$ cat src/rtl/amei_pkg.sv
package amei_pkg;
   // register offsets
   localparam logic [4:0] OFS_ID = 5'h00;
   localparam logic [4:0] OFS_EVENT_ENABLE = 5'h01;
   localparam logic [4:0] OFS_EVENT_MAP = 5'h02;
   localparam logic [4:0] OFS_STATUS = 5'h03;
   localparam logic [4:0] OFS_KNOCK_LEVEL = 5'h04;
   localparam logic [4:0] OFS_KNOCK_MAX_LENGTH = 5'h05;
   localparam logic [4:0] OFS_KNOCK_LATENCY = 5'h06;
   localparam logic [4:0] OFS_KNOCK_WINDOW = 5'h07;
   localparam logic [4:0] OFS_MOTION_LEVEL = 5'h08;
   localparam logic [4:0] OFS_STILL_LEVEL = 5'h09;
   localparam logic [4:0] OFS_STILL_TIME = 5'h0a;
   localparam logic [4:0] OFS_MOTION_CTL = 5'h0b;
   localparam logic [4:0] OFS_DROP_LEVEL = 5'h0c;
   localparam logic [4:0] OFS_DROP_TIME = 5'h0d;
   localparam logic [4:0] OFS_FIFO_CTL = 5'h0e;
   localparam logic [4:0] OFS_FIFO_STATUS = 5'h0f;
   localparam logic [4:0] OFS_X_OUT = 5'h10;
   localparam logic [4:0] OFS_Y_OUT = 5'h11;
   localparam logic [4:0] OFS_Z_OUT = 5'h12;
   localparam logic [4:0] OFS_RANGE = 5'h13;
   // event bit positions, shared by status, enable and map
   localparam int EV_NEW_SAMPLE = 0;
   localparam int EV_ONE_KNOCK = 1;
   localparam int EV_TWO_KNOCK = 2;
   localparam int EV_MOTION = 3;
   localparam int EV_STILL = 4;
   localparam int EV_DROP = 5;
   localparam int EV_WATERMARK = 6;
   localparam int EV_OVERRUN = 7;
   localparam logic [7:0] LIVE_MASK = 8'hc1; // flags derived from data state
   // motion_ctl fields
   localparam int MC_MOTION_AC = 7;
   localparam int MC_MOTION_AXES = 4;
   localparam int MC_STILL_AC = 3;
   localparam int MC_STILL_AXES = 0;
   // fifo_ctl fields: mode in [7:6], sample count in [5:0]
   localparam int FC_MODE = 6;
   localparam logic [1:0] MODE_BYPASS = 2'h0;
   localparam logic [1:0] MODE_FIFO = 2'h1;
   localparam logic [1:0] MODE_STREAM = 2'h2;
   localparam logic [1:0] MODE_TRIGGER = 2'h3;
   // thresholds count in 16-sample-count steps
   localparam int THR_SHIFT = 4;
   // full-scale magnitude per range code, in 4 mg counts
   localparam logic [12:0] FS_2G = 13'h01ff;
   localparam logic [12:0] FS_4G = 13'h03ff;
   localparam logic [12:0] FS_8G = 13'h07ff;
   localparam logic [12:0] FS_16G = 13'h0fff;
   // timer step sizes in ns, and clock period
   localparam longint CLK_PERIOD_NS = 100;
   localparam longint KNOCK_STEP_NS = 625000;
   localparam longint GAP_STEP_NS = 1250000;
   localparam longint DROP_STEP_NS = 5000000;
   localparam longint STILL_STEP_NS = 1000000000;
   localparam int KNOCK_STEP_CYC = int'(KNOCK_STEP_NS / CLK_PERIOD_NS);
   localparam int GAP_STEP_CYC = int'(GAP_STEP_NS / CLK_PERIOD_NS);
   localparam int DROP_STEP_CYC = int'(DROP_STEP_NS / CLK_PERIOD_NS);
   localparam int STILL_STEP_CYC = int'(STILL_STEP_NS / CLK_PERIOD_NS);
   localparam logic [7:0] ID_VALUE = 8'h5a; // arbitrary identity value
endpackage : amei_pkg

$ cat src/rtl/amei_event_ctrl.sv
// Implementation choices: the plain strobed port and the register addresses.
`timescale 1ns/100ps
module amei_event_ctrl #(
   parameter int SAMPLE_W = 13,
   parameter int DEPTH = 32,
   parameter int KNOCK_STEP_CYC = amei_pkg::KNOCK_STEP_CYC,
   parameter int GAP_STEP_CYC = amei_pkg::GAP_STEP_CYC,
   parameter int DROP_STEP_CYC = amei_pkg::DROP_STEP_CYC,
   parameter int STILL_STEP_CYC = amei_pkg::STILL_STEP_CYC
) (
   input wire logic ref_clk,
   input wire logic reset,
   input wire logic sample_valid,
   input wire logic signed [SAMPLE_W-1:0] x_in,
   input wire logic signed [SAMPLE_W-1:0] y_in,
   input wire logic signed [SAMPLE_W-1:0] z_in,
   input wire logic trigger_in,
   input wire logic [4:0] addr,
   input wire logic [7:0] wdata,
   input wire logic wr,
   input wire logic rd,
   output logic [15:0] rdata,
   output logic first_event_pin,
   output logic second_event_pin,
   output logic irq
);
   localparam int PW = $clog2(DEPTH);

   // the datapath assumes 13-bit samples and a power-of-two queue of at most 63
   if (SAMPLE_W != 13 || DEPTH < 2 || DEPTH > 63 || (1 << PW) != DEPTH) begin : g_bad_size
      $error("amei_event_ctrl: unsupported SAMPLE_W or DEPTH");
   end
   if (KNOCK_STEP_CYC < 1 || GAP_STEP_CYC < 1 ||
       DROP_STEP_CYC < 1 || STILL_STEP_CYC < 1) begin : g_bad_step
      $error("amei_event_ctrl: step counts must be at least one");
   end

   typedef enum logic [2:0] {K_IDLE, K_HIGH, K_LATENT, K_WINDOW, K_WAIT_LOW} amei_knock_t;

   // configuration registers
   logic [7:0] event_enable_r, event_map_r, status_r;
   logic [7:0] knock_level_r, knock_max_length_r, knock_latency_r, knock_window_r;
   logic [7:0] motion_level_r, still_level_r, still_time_r, motion_ctl_r;
   logic [7:0] drop_level_r, drop_time_r, fifo_ctl_r;
   logic [1:0] range_r;
   logic [15:0] rdata_r;
   logic first_pin_r, second_pin_r, irq_r;

   // sample datapath
   logic signed [12:0] cur [3];
   logic [13:0] mag_cur [3], mag_act [3], mag_still [3];
   logic signed [12:0] act_ref_r [3], still_ref_r [3];
   logic act_arm_r, act_en_d_r;
   logic [2:0] act_ax, still_ax;
   logic knock_hi, act_hit, still_hit, drop_hit, still_exceed;
   logic [7:0] evt;
   logic [3:0] tick;

   // queue and output holding
   logic [3*13-1:0] mem [DEPTH];
   logic [PW-1:0] wptr_r, rptr_r;
   logic [PW:0] cnt_r;
   logic signed [12:0] hold_r [3];
   logic unread_r, byp_ovr_r, trig_seen_r;
   logic [1:0] mode;
   logic bypass, full, pop, push, overwrite;
   logic [7:0] live;

   // knock detector
   amei_knock_t kst_r;
   logic [7:0] kcnt_r;
   logic second_r;

   function automatic logic [13:0] mag(input logic signed [13:0] v);
      mag = v[13] ? 14'(-v) : 14'(v);
   endfunction : mag

   function automatic logic signed [12:0] clamp(input logic signed [12:0] v,
                                                input logic [12:0] fs);
      if (v > $signed(fs))
         clamp = $signed(fs);
      else if (v < -$signed(fs))
         clamp = -$signed(fs);
      else
         clamp = v;
   endfunction : clamp

   function automatic logic over(input logic [13:0] m, input logic [7:0] thr);
      over = m > {2'h0, thr, 4'h0};
   endfunction : over

   assign mode = fifo_ctl_r[amei_pkg::FC_MODE +: 2];
   assign bypass = mode == amei_pkg::MODE_BYPASS;
   assign full = cnt_r == (PW+1)'(DEPTH);
   assign act_ax = motion_ctl_r[amei_pkg::MC_MOTION_AXES +: 3];
   assign still_ax = motion_ctl_r[amei_pkg::MC_STILL_AXES +: 3];

   // range clamp and per-axis magnitudes; the scale stays 4 mg per count
   always_comb begin
      logic [12:0] fs;
      fs = amei_pkg::FS_16G;
      case (range_r)
         2'h0: fs = amei_pkg::FS_2G;
         2'h1: fs = amei_pkg::FS_4G;
         2'h2: fs = amei_pkg::FS_8G;
         default: fs = amei_pkg::FS_16G;
      endcase
      cur[0] = clamp(x_in, fs);
      cur[1] = clamp(y_in, fs);
      cur[2] = clamp(z_in, fs);
      for (int a = 0; a < 3; a++) begin
         mag_cur[a] = mag(14'(cur[a]));
         mag_act[a] = mag(14'(cur[a]) - 14'(act_ref_r[a]));
         mag_still[a] = mag(14'(cur[a]) - 14'(still_ref_r[a]));
      end
   end

   // comparisons: coupling picks raw or reference-relative magnitude
   always_comb begin
      knock_hi = 1'b0;
      act_hit = 1'b0;
      still_hit = still_ax != 3'h0;
      still_exceed = 1'b0;
      drop_hit = 1'b1;
      for (int a = 0; a < 3; a++) begin
         knock_hi = knock_hi | over(mag_cur[a], knock_level_r);
         if (act_ax[a]) begin
            if (motion_ctl_r[amei_pkg::MC_MOTION_AC])
               act_hit = act_hit | over(mag_act[a], motion_level_r);
            else
               act_hit = act_hit | over(mag_cur[a], motion_level_r);
         end
         if (still_ax[a]) begin
            if (motion_ctl_r[amei_pkg::MC_STILL_AC])
               still_exceed = still_exceed | over(mag_still[a], still_level_r);
            else
               still_exceed = still_exceed | over(mag_cur[a], still_level_r);
         end
         // drop always looks at every axis, dc only
         drop_hit = drop_hit & ~over(mag_cur[a], drop_level_r);
      end
      still_hit = still_hit & ~still_exceed;
   end

   // timer step strobes, one divider each
   generate
      for (genvar g = 0; g < 4; g++) begin : g_div
         localparam int PER = (g == 0) ? KNOCK_STEP_CYC : (g == 1) ? GAP_STEP_CYC :
                              (g == 2) ? DROP_STEP_CYC : STILL_STEP_CYC;
         logic [31:0] dcnt_r;
         always_ff @(posedge ref_clk) begin
            if (reset || dcnt_r == 32'(PER - 1))
               dcnt_r <= 32'h0;
            else
               dcnt_r <= dcnt_r + 32'h1;
         end
         assign tick[g] = dcnt_r == 32'(PER - 1);
      end
   endgenerate

   // stillness and drop duration timers, identical structure
   logic [1:0] dur_evt;
   generate
      for (genvar g = 0; g < 2; g++) begin : g_dur
         logic cond_r, fired_r;
         logic [7:0] tcnt_r;
         wire logic step = (g == 0) ? tick[3] : tick[2];
         wire logic [7:0] limit = (g == 0) ? still_time_r : drop_time_r;
         wire logic hit = (g == 0) ? still_hit : drop_hit;
         always_ff @(posedge ref_clk) begin
            if (reset) begin
               cond_r <= 1'b0;
               fired_r <= 1'b0;
               tcnt_r <= 8'h0;
            end else begin
               if (sample_valid)
                  cond_r <= hit;
               if (!cond_r || (sample_valid && !hit)) begin
                  tcnt_r <= 8'h0;
                  fired_r <= 1'b0;
               end else if (step && !fired_r) begin
                  // fires on the step after the limit: strictly longer than it
                  if (tcnt_r >= limit)
                     fired_r <= 1'b1;
                  else
                     tcnt_r <= tcnt_r + 8'h1;
               end
            end
         end
         assign dur_evt[g] = cond_r && !(sample_valid && !hit) && step && !fired_r &&
                             tcnt_r >= limit;
      end
   endgenerate

   // ac references: motion latches at start, stillness refreshes on exceed
   always_ff @(posedge ref_clk) begin
      if (reset) begin
         act_arm_r <= 1'b1;
         act_en_d_r <= 1'b0;
         for (int a = 0; a < 3; a++) begin
            act_ref_r[a] <= 13'h0000;
            still_ref_r[a] <= 13'h0000;
         end
      end else begin
         act_en_d_r <= event_enable_r[amei_pkg::EV_MOTION];
         if (event_enable_r[amei_pkg::EV_MOTION] && !act_en_d_r)
            act_arm_r <= 1'b1;
         else if (sample_valid && act_arm_r) begin
            act_arm_r <= 1'b0;
            for (int a = 0; a < 3; a++)
               act_ref_r[a] <= cur[a];
         end
         if (sample_valid && still_exceed) begin
            for (int a = 0; a < 3; a++)
               still_ref_r[a] <= cur[a];
         end
      end
   end

   // knock sequencer: duration, latency and window
   always_ff @(posedge ref_clk) begin
      if (reset) begin
         kst_r <= K_IDLE;
         kcnt_r <= 8'h0;
         second_r <= 1'b0;
      end else begin
         case (kst_r)
            K_IDLE: begin
               if (sample_valid && knock_hi) begin
                  kst_r <= K_HIGH;
                  kcnt_r <= 8'h0;
                  second_r <= 1'b0;
               end
            end
            K_HIGH: begin
               if (sample_valid && !knock_hi) begin
                  kcnt_r <= 8'h0;
                  if (!second_r && knock_latency_r != 8'h0 && knock_window_r != 8'h0)
                     kst_r <= K_LATENT;
                  else
                     kst_r <= K_IDLE;
               end else if (kcnt_r >= knock_max_length_r)
                  kst_r <= K_WAIT_LOW; // too long for a knock
               else if (tick[0])
                  kcnt_r <= kcnt_r + 8'h1;
            end
            K_LATENT: begin
               // motion during latency is ignored, it is ringing of the first knock
               if (kcnt_r >= knock_latency_r) begin
                  kst_r <= K_WINDOW;
                  kcnt_r <= 8'h0;
               end else if (tick[1])
                  kcnt_r <= kcnt_r + 8'h1;
            end
            K_WINDOW: begin
               if (sample_valid && knock_hi) begin
                  kst_r <= K_HIGH;
                  kcnt_r <= 8'h0;
                  second_r <= 1'b1;
               end else if (kcnt_r >= knock_window_r)
                  kst_r <= K_IDLE;
               else if (tick[1])
                  kcnt_r <= kcnt_r + 8'h1;
            end
            K_WAIT_LOW: begin
               if (sample_valid && !knock_hi)
                  kst_r <= K_IDLE;
            end
            default: kst_r <= K_IDLE;
         endcase
      end
   end

   // one-cycle event pulses feeding the sticky flags
   always_comb begin
      logic knock_end;
      knock_end = kst_r == K_HIGH && sample_valid && !knock_hi &&
                  kcnt_r < knock_max_length_r;
      evt = 8'h00;
      evt[amei_pkg::EV_ONE_KNOCK] = knock_end && !second_r;
      evt[amei_pkg::EV_TWO_KNOCK] = knock_end && second_r;
      evt[amei_pkg::EV_MOTION] = sample_valid && act_hit && !act_arm_r;
      evt[amei_pkg::EV_STILL] = dur_evt[0];
      evt[amei_pkg::EV_DROP] = dur_evt[1];
   end

   // queue control; trigger mode streams until the trigger, then fills and stops
   assign pop = rd && addr == amei_pkg::OFS_Z_OUT;
   assign overwrite = full && !pop &&
                      (mode == amei_pkg::MODE_STREAM ||
                       (mode == amei_pkg::MODE_TRIGGER && !trig_seen_r));
   assign push = sample_valid && !bypass && (!full || overwrite || pop);

   always_ff @(posedge ref_clk) begin
      if (push)
         mem[wptr_r] <= {cur[2], cur[1], cur[0]};
   end

   always_ff @(posedge ref_clk) begin
      if (reset || bypass) begin
         wptr_r <= '0;
         rptr_r <= '0;
         cnt_r <= '0;
      end else begin
         if (push)
            wptr_r <= wptr_r + PW'(1);
         if ((pop && cnt_r != '0) || (push && overwrite))
            rptr_r <= rptr_r + PW'(1);
         if (push && !overwrite && !(pop && cnt_r != '0))
            cnt_r <= cnt_r + (PW+1)'(1);
         else if (!push && pop && cnt_r != '0)
            cnt_r <= cnt_r - (PW+1)'(1);
      end
   end

   always_ff @(posedge ref_clk) begin
      if (reset || mode != amei_pkg::MODE_TRIGGER)
         trig_seen_r <= 1'b0;
      else if (trigger_in)
         trig_seen_r <= 1'b1;
   end

   // bypass output holding and its overwrite detection; set wins over read
   always_ff @(posedge ref_clk) begin
      if (reset) begin
         unread_r <= 1'b0;
         byp_ovr_r <= 1'b0;
         for (int a = 0; a < 3; a++)
            hold_r[a] <= 13'h0000;
      end else if (sample_valid && bypass) begin
         for (int a = 0; a < 3; a++)
            hold_r[a] <= cur[a];
         unread_r <= 1'b1;
         if (unread_r && !pop)
            byp_ovr_r <= 1'b1;
      end else if (pop || !bypass) begin
         unread_r <= 1'b0;
         byp_ovr_r <= 1'b0;
      end
   end

   // live flags follow data state and clear themselves
   always_comb begin
      live = 8'h00;
      live[amei_pkg::EV_NEW_SAMPLE] = bypass ? unread_r : cnt_r != '0;
      live[amei_pkg::EV_WATERMARK] = !bypass && fifo_ctl_r[5:0] != 6'h0 &&
                                     cnt_r >= (PW+1)'(fifo_ctl_r[5:0]);
      live[amei_pkg::EV_OVERRUN] = bypass ? byp_ovr_r : full;
   end

   // sticky flags cleared by writing one; a new event wins over the clear
   always_ff @(posedge ref_clk) begin
      if (reset)
         status_r <= 8'h00;
      else if (wr && addr == amei_pkg::OFS_STATUS)
         status_r <= ((status_r & ~wdata) | evt) & ~amei_pkg::LIVE_MASK;
      else
         status_r <= (status_r | evt) & ~amei_pkg::LIVE_MASK;
   end

   // pin routing and summary interrupt
   always_ff @(posedge ref_clk) begin
      logic [7:0] act;
      act = (status_r | live) & event_enable_r;
      if (reset) begin
         first_pin_r <= 1'b0;
         second_pin_r <= 1'b0;
         irq_r <= 1'b0;
      end else begin
         first_pin_r <= |(act & ~event_map_r);
         second_pin_r <= |(act & event_map_r);
         irq_r <= |act;
      end
   end

   // register writes
   always_ff @(posedge ref_clk) begin
      if (reset) begin
         event_enable_r <= 8'h00;
         event_map_r <= 8'h00;
         knock_level_r <= 8'h00;
         knock_max_length_r <= 8'h00;
         knock_latency_r <= 8'h00;
         knock_window_r <= 8'h00;
         motion_level_r <= 8'h00;
         still_level_r <= 8'h00;
         still_time_r <= 8'h00;
         motion_ctl_r <= 8'h00;
         drop_level_r <= 8'h00;
         drop_time_r <= 8'h00;
         fifo_ctl_r <= 8'h00;
         range_r <= 2'h3;
      end else if (wr) begin
         case (addr)
            amei_pkg::OFS_EVENT_ENABLE: event_enable_r <= wdata;
            amei_pkg::OFS_EVENT_MAP: event_map_r <= wdata;
            amei_pkg::OFS_KNOCK_LEVEL: knock_level_r <= wdata;
            amei_pkg::OFS_KNOCK_MAX_LENGTH: knock_max_length_r <= wdata;
            amei_pkg::OFS_KNOCK_LATENCY: knock_latency_r <= wdata;
            amei_pkg::OFS_KNOCK_WINDOW: knock_window_r <= wdata;
            amei_pkg::OFS_MOTION_LEVEL: motion_level_r <= wdata;
            amei_pkg::OFS_STILL_LEVEL: still_level_r <= wdata;
            amei_pkg::OFS_STILL_TIME: still_time_r <= wdata;
            amei_pkg::OFS_MOTION_CTL: motion_ctl_r <= wdata;
            amei_pkg::OFS_DROP_LEVEL: drop_level_r <= wdata;
            amei_pkg::OFS_DROP_TIME: drop_time_r <= wdata;
            amei_pkg::OFS_FIFO_CTL: fifo_ctl_r <= wdata;
            amei_pkg::OFS_RANGE: range_r <= wdata[1:0];
            default: ;
         endcase
      end
   end

   // read data, valid the cycle after rd; unmapped reads return zero
   always_ff @(posedge ref_clk) begin
      logic [3*13-1:0] head;
      head = bypass ? {hold_r[2], hold_r[1], hold_r[0]} : mem[rptr_r];
      if (reset)
         rdata_r <= 16'h0000;
      else if (rd) begin
         case (addr)
            amei_pkg::OFS_ID: rdata_r <= {8'h00, amei_pkg::ID_VALUE};
            amei_pkg::OFS_EVENT_ENABLE: rdata_r <= {8'h00, event_enable_r};
            amei_pkg::OFS_EVENT_MAP: rdata_r <= {8'h00, event_map_r};
            amei_pkg::OFS_STATUS: rdata_r <= {8'h00, status_r | live};
            amei_pkg::OFS_KNOCK_LEVEL: rdata_r <= {8'h00, knock_level_r};
            amei_pkg::OFS_KNOCK_MAX_LENGTH: rdata_r <= {8'h00, knock_max_length_r};
            amei_pkg::OFS_KNOCK_LATENCY: rdata_r <= {8'h00, knock_latency_r};
            amei_pkg::OFS_KNOCK_WINDOW: rdata_r <= {8'h00, knock_window_r};
            amei_pkg::OFS_MOTION_LEVEL: rdata_r <= {8'h00, motion_level_r};
            amei_pkg::OFS_STILL_LEVEL: rdata_r <= {8'h00, still_level_r};
            amei_pkg::OFS_STILL_TIME: rdata_r <= {8'h00, still_time_r};
            amei_pkg::OFS_MOTION_CTL: rdata_r <= {8'h00, motion_ctl_r};
            amei_pkg::OFS_DROP_LEVEL: rdata_r <= {8'h00, drop_level_r};
            amei_pkg::OFS_DROP_TIME: rdata_r <= {8'h00, drop_time_r};
            amei_pkg::OFS_FIFO_CTL: rdata_r <= {8'h00, fifo_ctl_r};
            amei_pkg::OFS_FIFO_STATUS: rdata_r <= 16'(cnt_r);
            amei_pkg::OFS_X_OUT: rdata_r <= 16'(signed'(head[12:0]));
            amei_pkg::OFS_Y_OUT: rdata_r <= 16'(signed'(head[25:13]));
            amei_pkg::OFS_Z_OUT: rdata_r <= 16'(signed'(head[38:26]));
            amei_pkg::OFS_RANGE: rdata_r <= {14'h0000, range_r};
            default: rdata_r <= 16'h0000;
         endcase
      end
   end

   assign rdata = rdata_r;
   assign first_event_pin = first_pin_r;
   assign second_event_pin = second_pin_r;
   assign irq = irq_r;
endmodule : amei_event_ctrl

$ cat config.mk
export PLATFORM = sky130hd
export DESIGN_NAME = amei_event_ctrl
export DESIGN_NICKNAME = d
export VERILOG_FILES = /design/src/rtl/amei_pkg.sv /design/src/rtl/amei_event_ctrl.sv
export SDC_FILE = /design/constraint.sdc
export NUM_CORES = 2
export LEC_CHECK = 0
export BUFFER_PORTS_ARGS = -buffer_cell sky130_fd_sc_hd__buf_2
export CAP_MARGIN = 30
export CORE_UTILIZATION = 50
export DETAILED_ROUTE_END_ITERATION = 10
export PLACE_DENSITY = 0.65
export SETUP_SLACK_MARGIN = 0.05
export SYNTH_ARGS = -nofsm -noshare
export SYNTH_HDL_FRONTEND = slang
export SYNTH_SLANG_ARGS = --single-unit
export TNS_END_PERCENT = 1
$ cat constraint.sdc
create_clock -name ref_clk -period 19.6 [get_ports ref_clk]
set_clock_uncertainty 0.1 [all_clocks]
set_input_delay 2.94 -clock ref_clk [delete_from_list [all_inputs] [get_ports ref_clk]]
set_output_delay 2.94 -clock ref_clk [all_outputs]
set_load 0.03 [all_outputs]
# --- Yosys cells after proc, flatten, opt, wreduce, memory -nomap -nowiden ---
# Memory sizes are Yosys's and may differ from the RTL's. A register that Yosys moved wholly into a read port is not among the register bits.
# Cells that the tools add are included.
totals:
  register_bits: 312
  ramBits: 1365
  inputBits: 58
  out_inout_bits: 19
  elab_cells: 383
  n_memories: 4
op_classes:
  addsub: 27
  order_cmp: 31
  n_eq_ne: 43
  mux: 85
  bitwise_logic: 37
  reduce_logical: 116
memory_table:
  columns: ["memory", "words", "word_bits", "read_ports", "rd_ports_with_merged_regs", "write_ports", "line", "rtl"]
  rows:
  - ["mem", 32, 39, 1, 1, 1, "amei_event_ctrl.sv:60", "logic [3*13-1:0] mem [DEPTH];"]
  - ["act_ref_r", 3, 13, 3, 0, 3, "amei_event_ctrl.sv:52", "logic signed [12:0] act_ref_r [3], still_ref_r [3];"]
  - ["hold_r", 3, 13, 3, 0, 3, "amei_event_ctrl.sv:63", "logic signed [12:0] hold_r [3];"]
  - ["still_ref_r", 3, 13, 3, 0, 3, "amei_event_ctrl.sv:52", null]
op_table:
  columns: ["operator", "count"]
  rows:
  - ["one-hot mux 16 bit (20 select lines)", 1]
  - ["> comparator 14 x 12 -> 1 bit", 18]
  - ["two-way mux 13 bit", 15]
  - ["adder 32 x 1 -> 32 bit, second input constant", 4]
  - ["two-way mux 14 bit", 9]
  - ["negator 14 bit", 6]
  - ["subtractor 13 x 13 -> 14 bit", 6]
  - ["two-way mux 8 bit", 8]
  - ["logical AND 1 bit", 43]
  - ["negator 13 -> 14 bit", 3]
  - ["equality test 5 x 4 -> 1 bit, second input constant", 8]
  - [">= comparator 8 bit", 5]
  - ["> comparator 13 bit", 3]
  - ["< comparator 13 bit", 3]
  - ["two-way mux 39 bit", 1]
  - ["AND reduction 2 bit", 19]
  - ["one-hot mux 12 bit (3 select lines)", 1]
  - ["two-way mux 1 bit", 34]
  - ["equality test 32 x 13 -> 1 bit, second input constant", 1]
  - ["equality test 32 x 14 -> 1 bit, second input constant", 1]
  - ["equality test 32 x 16 -> 1 bit, second input constant", 1]
  - ["equality test 32 x 24 -> 1 bit, second input constant", 1]
  - ["one-hot mux 8 bit (4 select lines)", 1]
  - ["adder 8 x 1 -> 8 bit, second input constant", 3]
  - ["other kinds (48)", 144]

# --- Logic depth before layout (Yosys ltp) ---
logic_depth:
  depth_word: 29
  ltp_mapped: 35
  mapped_depth_nobuf: 30

# --- Least setup slack after synthesis ---
# OpenSTA, ideal clock, no wires.
synth_timing:
  path_kind: "input to register"
  start: "input port z_in[4]"
  end: "memory still_ref_r[0][0] (enable)"
  setup_time_ps: 398
  t_arrival_ps: 9960
  t_required_ps: 19102
  path_slack_ps: 9141
  path_stages: 31
  n_path_buf: 3
  cell_sequence: "buf_2 > nor3_1 > nand3_1 > a21o_1 > a21oi_1 > nor2_1 > o21ai_0 > ha_1 > clkbuf_1 > inv_1 > clkbuf_1 > a21oi_1 > inv_1 > ha_1 > nand2b_1 > a21oi_1 > or3_1 > a221oi_1 > or4b_1 > nor2_1 > nor2_1 > xor2_1 > ha_1 > nand2_1 > o41ai_1 > o211ai_1 > o211ai_1 > mux2_1 > a32oi_1 > a31oi_2 > or2_1"
synth_rtl:
  columns: ["element", "line", "rtl"]
  rows:
  - ["from (decl)", "amei_event_ctrl.sv:16", "input wire logic signed [SAMPLE_W-1:0] z_in,"]
  - ["to (decl)", "amei_event_ctrl.sv:52", null]

==> reports/metrics.cfg <==
[clock_tree]
cts_made_buffers = 172
cts_hold_buf = 0
cts_resized = 0
cts_tree = built
cts_htree_levels = 4
cts_setup_buffers = 0
clock_sinks = 1678
clock_latency_ps = 820
cts_buffer_depth = 3
cts_root_buf = clkbuf_16
clk_pin_slew_ps = 60

[yosys]
synth-edff-count = 1365
yosys_most_used_dff = edfxtp_1
synth.area.top_cells = edfxtp_1, mux4_2, dfxtp_1
yosysTopAreaCellShare_pct = 52.42
synthArstFlopShare_pct = 0
syn-num-nets = 6036
yosys_register_bits = 1678
synth_area_leader_cell = edfxtp_1
syn_inst = 5654
ys_types = 100
syn_area_um2 = 78190
syn_avg_cell_area_um2 = 13.83
yosysSeqAreaShare_pct = 60.44
yosys_warnings = 0

[critical_path]
critPathSlowestCell = a21oi_1
start_kind = input port
slowest_delay_ps = 770
cp-startpoint = y_in[2]
cp.required_ps = 19970
reg2reg_from = range_r[0]$_SDFFE_PP1P_
arrival_ps = 11370
crit_type = input port to register
critical_path_peak_fanout = 36
crit_buf_inv = 4
path_delay_family = compound AO/OA/AOI/OAI gates
end_kind = register

[placed_design]
port-buffer-count = 76
dp.cells = 7665
pre_cts_ws_ps = 7979
hpwl_um = 139100
place.gp.congestion = 0.9510
placedInstanceArea_um2 = 81870

[sta]
min_period_ps = 11000
setup_ws_ps = 8605
max_slew.worst_pin.slew_ps = 1051
slew_viol_final = 0
worst_slew_margin_rel_pct = 29.95
timing.fmax_mhz = 90.95
rsz0062_at_grt = no
finalHoldViolCount = 0
setup_tns_ps = 0
setup_viol = 0
finalCritPeriodShare_pct = 56.10

[floorplan]
die-area_um2 = 158000
core_um2 = 154600
fp.dieH_um = 397.5
rows = 144
fp.dieW_um = 397.5
start_util_pct = 50.58
pin_count = 77

[layout]
finalNonFillerCells = 8002
fillers = 12170
layout-drive-gt1-share_pct = 16.16
area_growth_pct = 12.50
postLayoutCellArea_um2 = 87960
nets = 6188

[global_route]
grt_antenna_before_repair = 8
grt.total_usage_pct = 28.23
grt_pass1_vias = 47960
grt_pass1_wl_um = 325300
grt_max_degree = 116
globalRouteOverflowTotal = 0

[power]
p_leak_nw = 29.07
cellPowerDensity_nw_per_um2 = 93.94
irDropWorstVdd_mv = 0.09394

[route]
wirelength_um = 223900
wl_per_cell_um = 27.98
routed_via_density = 6.352
via_count = 50830
firstDrtPassIters = 6
drtAntennaViolNets = 0
drc = 0
initialDrtViolationCount = 6563

[worst_hold_path]
worstHoldStart = g_dur[1].fired_r$_SDFFE_PP0P_
min-delay-path-class = register to register

[job]
max_cap_viol_count = 0

[outcome]
status = complete, no violations

final cells by class:
cell class | count | area (µm²) | area share (%)
antenna | 5 | 12.51 | 0.01422
multi-input combinational | 3476 | 29320 | 33.33
sequential | 1678 | 47270 | 53.74
clock buffer | 219 | 4679 | 5.320
timing repair buffer | 217 | 2012 | 2.287
tap | 2044 | 2557 | 2.907
clock inverter | 102 | 1130 | 1.284
inverter | 261 | 979.7 | 1.114
routing by layer:
| metal | track usage (%) | vias to the layer above | part of all wire (%) |
|---|---|---|---|
| met5 | 0 | - | 0 |
| met4 | 8.942 | 0 | 3.2 |
| met3 | 5.320 | 396 | 9.9 |
| met2 | 42.69 | 2527 | 45 |
| met1 | 41.33 | 25790 | 42 |
| li1 | - | 22120 | - |
where the power goes:
| part | internal [mW] | switching [mW] |
|---|---|---|
| Clock | 1.94 | 1.40 |
| Sequential | 3.92 | 0.0138 |
| Combinational | 0.366 | 0.625 |
synth_stat cells, types with 29 or more instances:
| cell type | count |
|---|---|
| a211oi_1 | 34 |
| a21o_1 | 58 |
| a21oi_1 | 300 |
| a22oi_1 | 35 |
| and3_1 | 39 |
| buf_1 | 40 |
| clkbuf_1 | 183 |
| dfxtp_1 | 313 |
| edfxtp_1 | 1365 |
| ha_1 | 317 |
| inv_1 | 259 |
| mux2i_1 | 62 |
| mux4_2 | 390 |
| nand2_1 | 299 |
| nand2b_1 | 48 |
| nand3_1 | 214 |
| nand4_1 | 92 |
| nor2_1 | 526 |
| nor2b_1 | 65 |
| nor3_1 | 90 |
| nor4_1 | 33 |
| o211ai_1 | 29 |
| o21a_1 | 45 |
| o21ai_0 | 143 |
| or3_1 | 40 |
| xnor2_1 | 117 |
| xor2_1 | 126 |
cells by family (layout without fill, tap and decap cells):
| family | Yosys count | count (layout) | synth area share, % |
|---|---|---|---|
| and+or+nand+nor | 1573 | 1573 | 9.731 |
| muxes | 457 | 457 | 12.10 |
| adders and majority gates | 324 | 324 | 5.252 |
| xor gates and xnor gates | 243 | 243 | 2.722 |
| buffers and inverters | 500 | 799 | 2.450 |
| other | 0 | 5 | 0 |
| DFF | 1678 | 1678 | 60.44 |
| AOI/OAI and AO/OA | 879 | 879 | 7.311 |
stage by stage:
step	total power, mW	util (%)	hold slack (ps)
6_report	8.263	56.90	346.0
5_1_grt	8.547	56.90	377.1
3_3_place_gp	4.939	52.62	339.2
2_1_floorplan	4.681	-	323.8
4_1_cts	8.284	56.72	350.5
3_5_place_dp	4.966	52.96	340.6
worst paths after layout:
kind	endpoint	slack (ps)	cells after the start
setup / recovery	still_ref_r[0][33]$_SDFFCE_PN0P_	8610	31
hold / removal	g_dur[1].fired_r$_SDFFE_PP0P_	350	2
setup reg to reg	still_ref_r[0][33]$_SDFFCE_PN0P_	10010	31
hold reg to reg	g_dur[1].fired_r$_SDFFE_PP0P_	350	2
registers in the layout, summed over array words and instances (netlist names), 6 cells and up, named ones only:
signal and cells:
motion_ctl_r 8, fifo_ctl_r 8, mem 1248, knock_window_r 8, still_ref_r 39, knock_level_r 8
g_div.dcnt_r 128, kcnt_r 8, knock_latency_r 8, drop_time_r 8, drop_level_r 8, knock_max_length_r 8
event_map_r 8, g_dur.limit 8, act_ref_r 39, hold_r 39, motion_level_r 8, g_dur.tcnt_r 16
still_level_r 8, event_enable_r 8, rdata 13, cnt_r 6
cell usage in the layout (no fill, tap or decap), types with 23 or more instances in the layout:
master	netlist	layout
nor2b_1	65	65
o31ai_1	25	24
nand2_1	299	298
a31oi_1	27	27
nand2b_1	48	48
buf_2	10	77
edfxtp_1	1365	1365
a21o_1	58	58
a22oi_1	35	35
a21oi_1	300	300
nor4_1	33	33
o22ai_1	24	24
o211ai_1	29	29
a211oi_1	34	33
o21a_1	45	45
mux2i_1	62	62
clkinv_1	2	40
clkbuf_16	0	175
or3_1	40	40
and3_1	39	39
mux4_2	390	390
o21ai_0	143	142
clkinv_2	0	23
nor3_1	90	88
clkbuf_1	183	27
nand4_1	92	92
nand3_1	214	214
inv_1	259	258
xnor2_1	117	117
buf_16	0	24
nor2_4	0	32
nor2_1	526	494
ha_1	317	317
dfxtp_1	313	308
xor2_1	126	126
buf_4	5	107
tightest hold or removal path, stage by stage, from the launching register on:
cell,delay (ps)
dfxtp_1,300
inv_1,50
a21oi_1,50
Note: power is estimated with default switching activity, not from simulation.
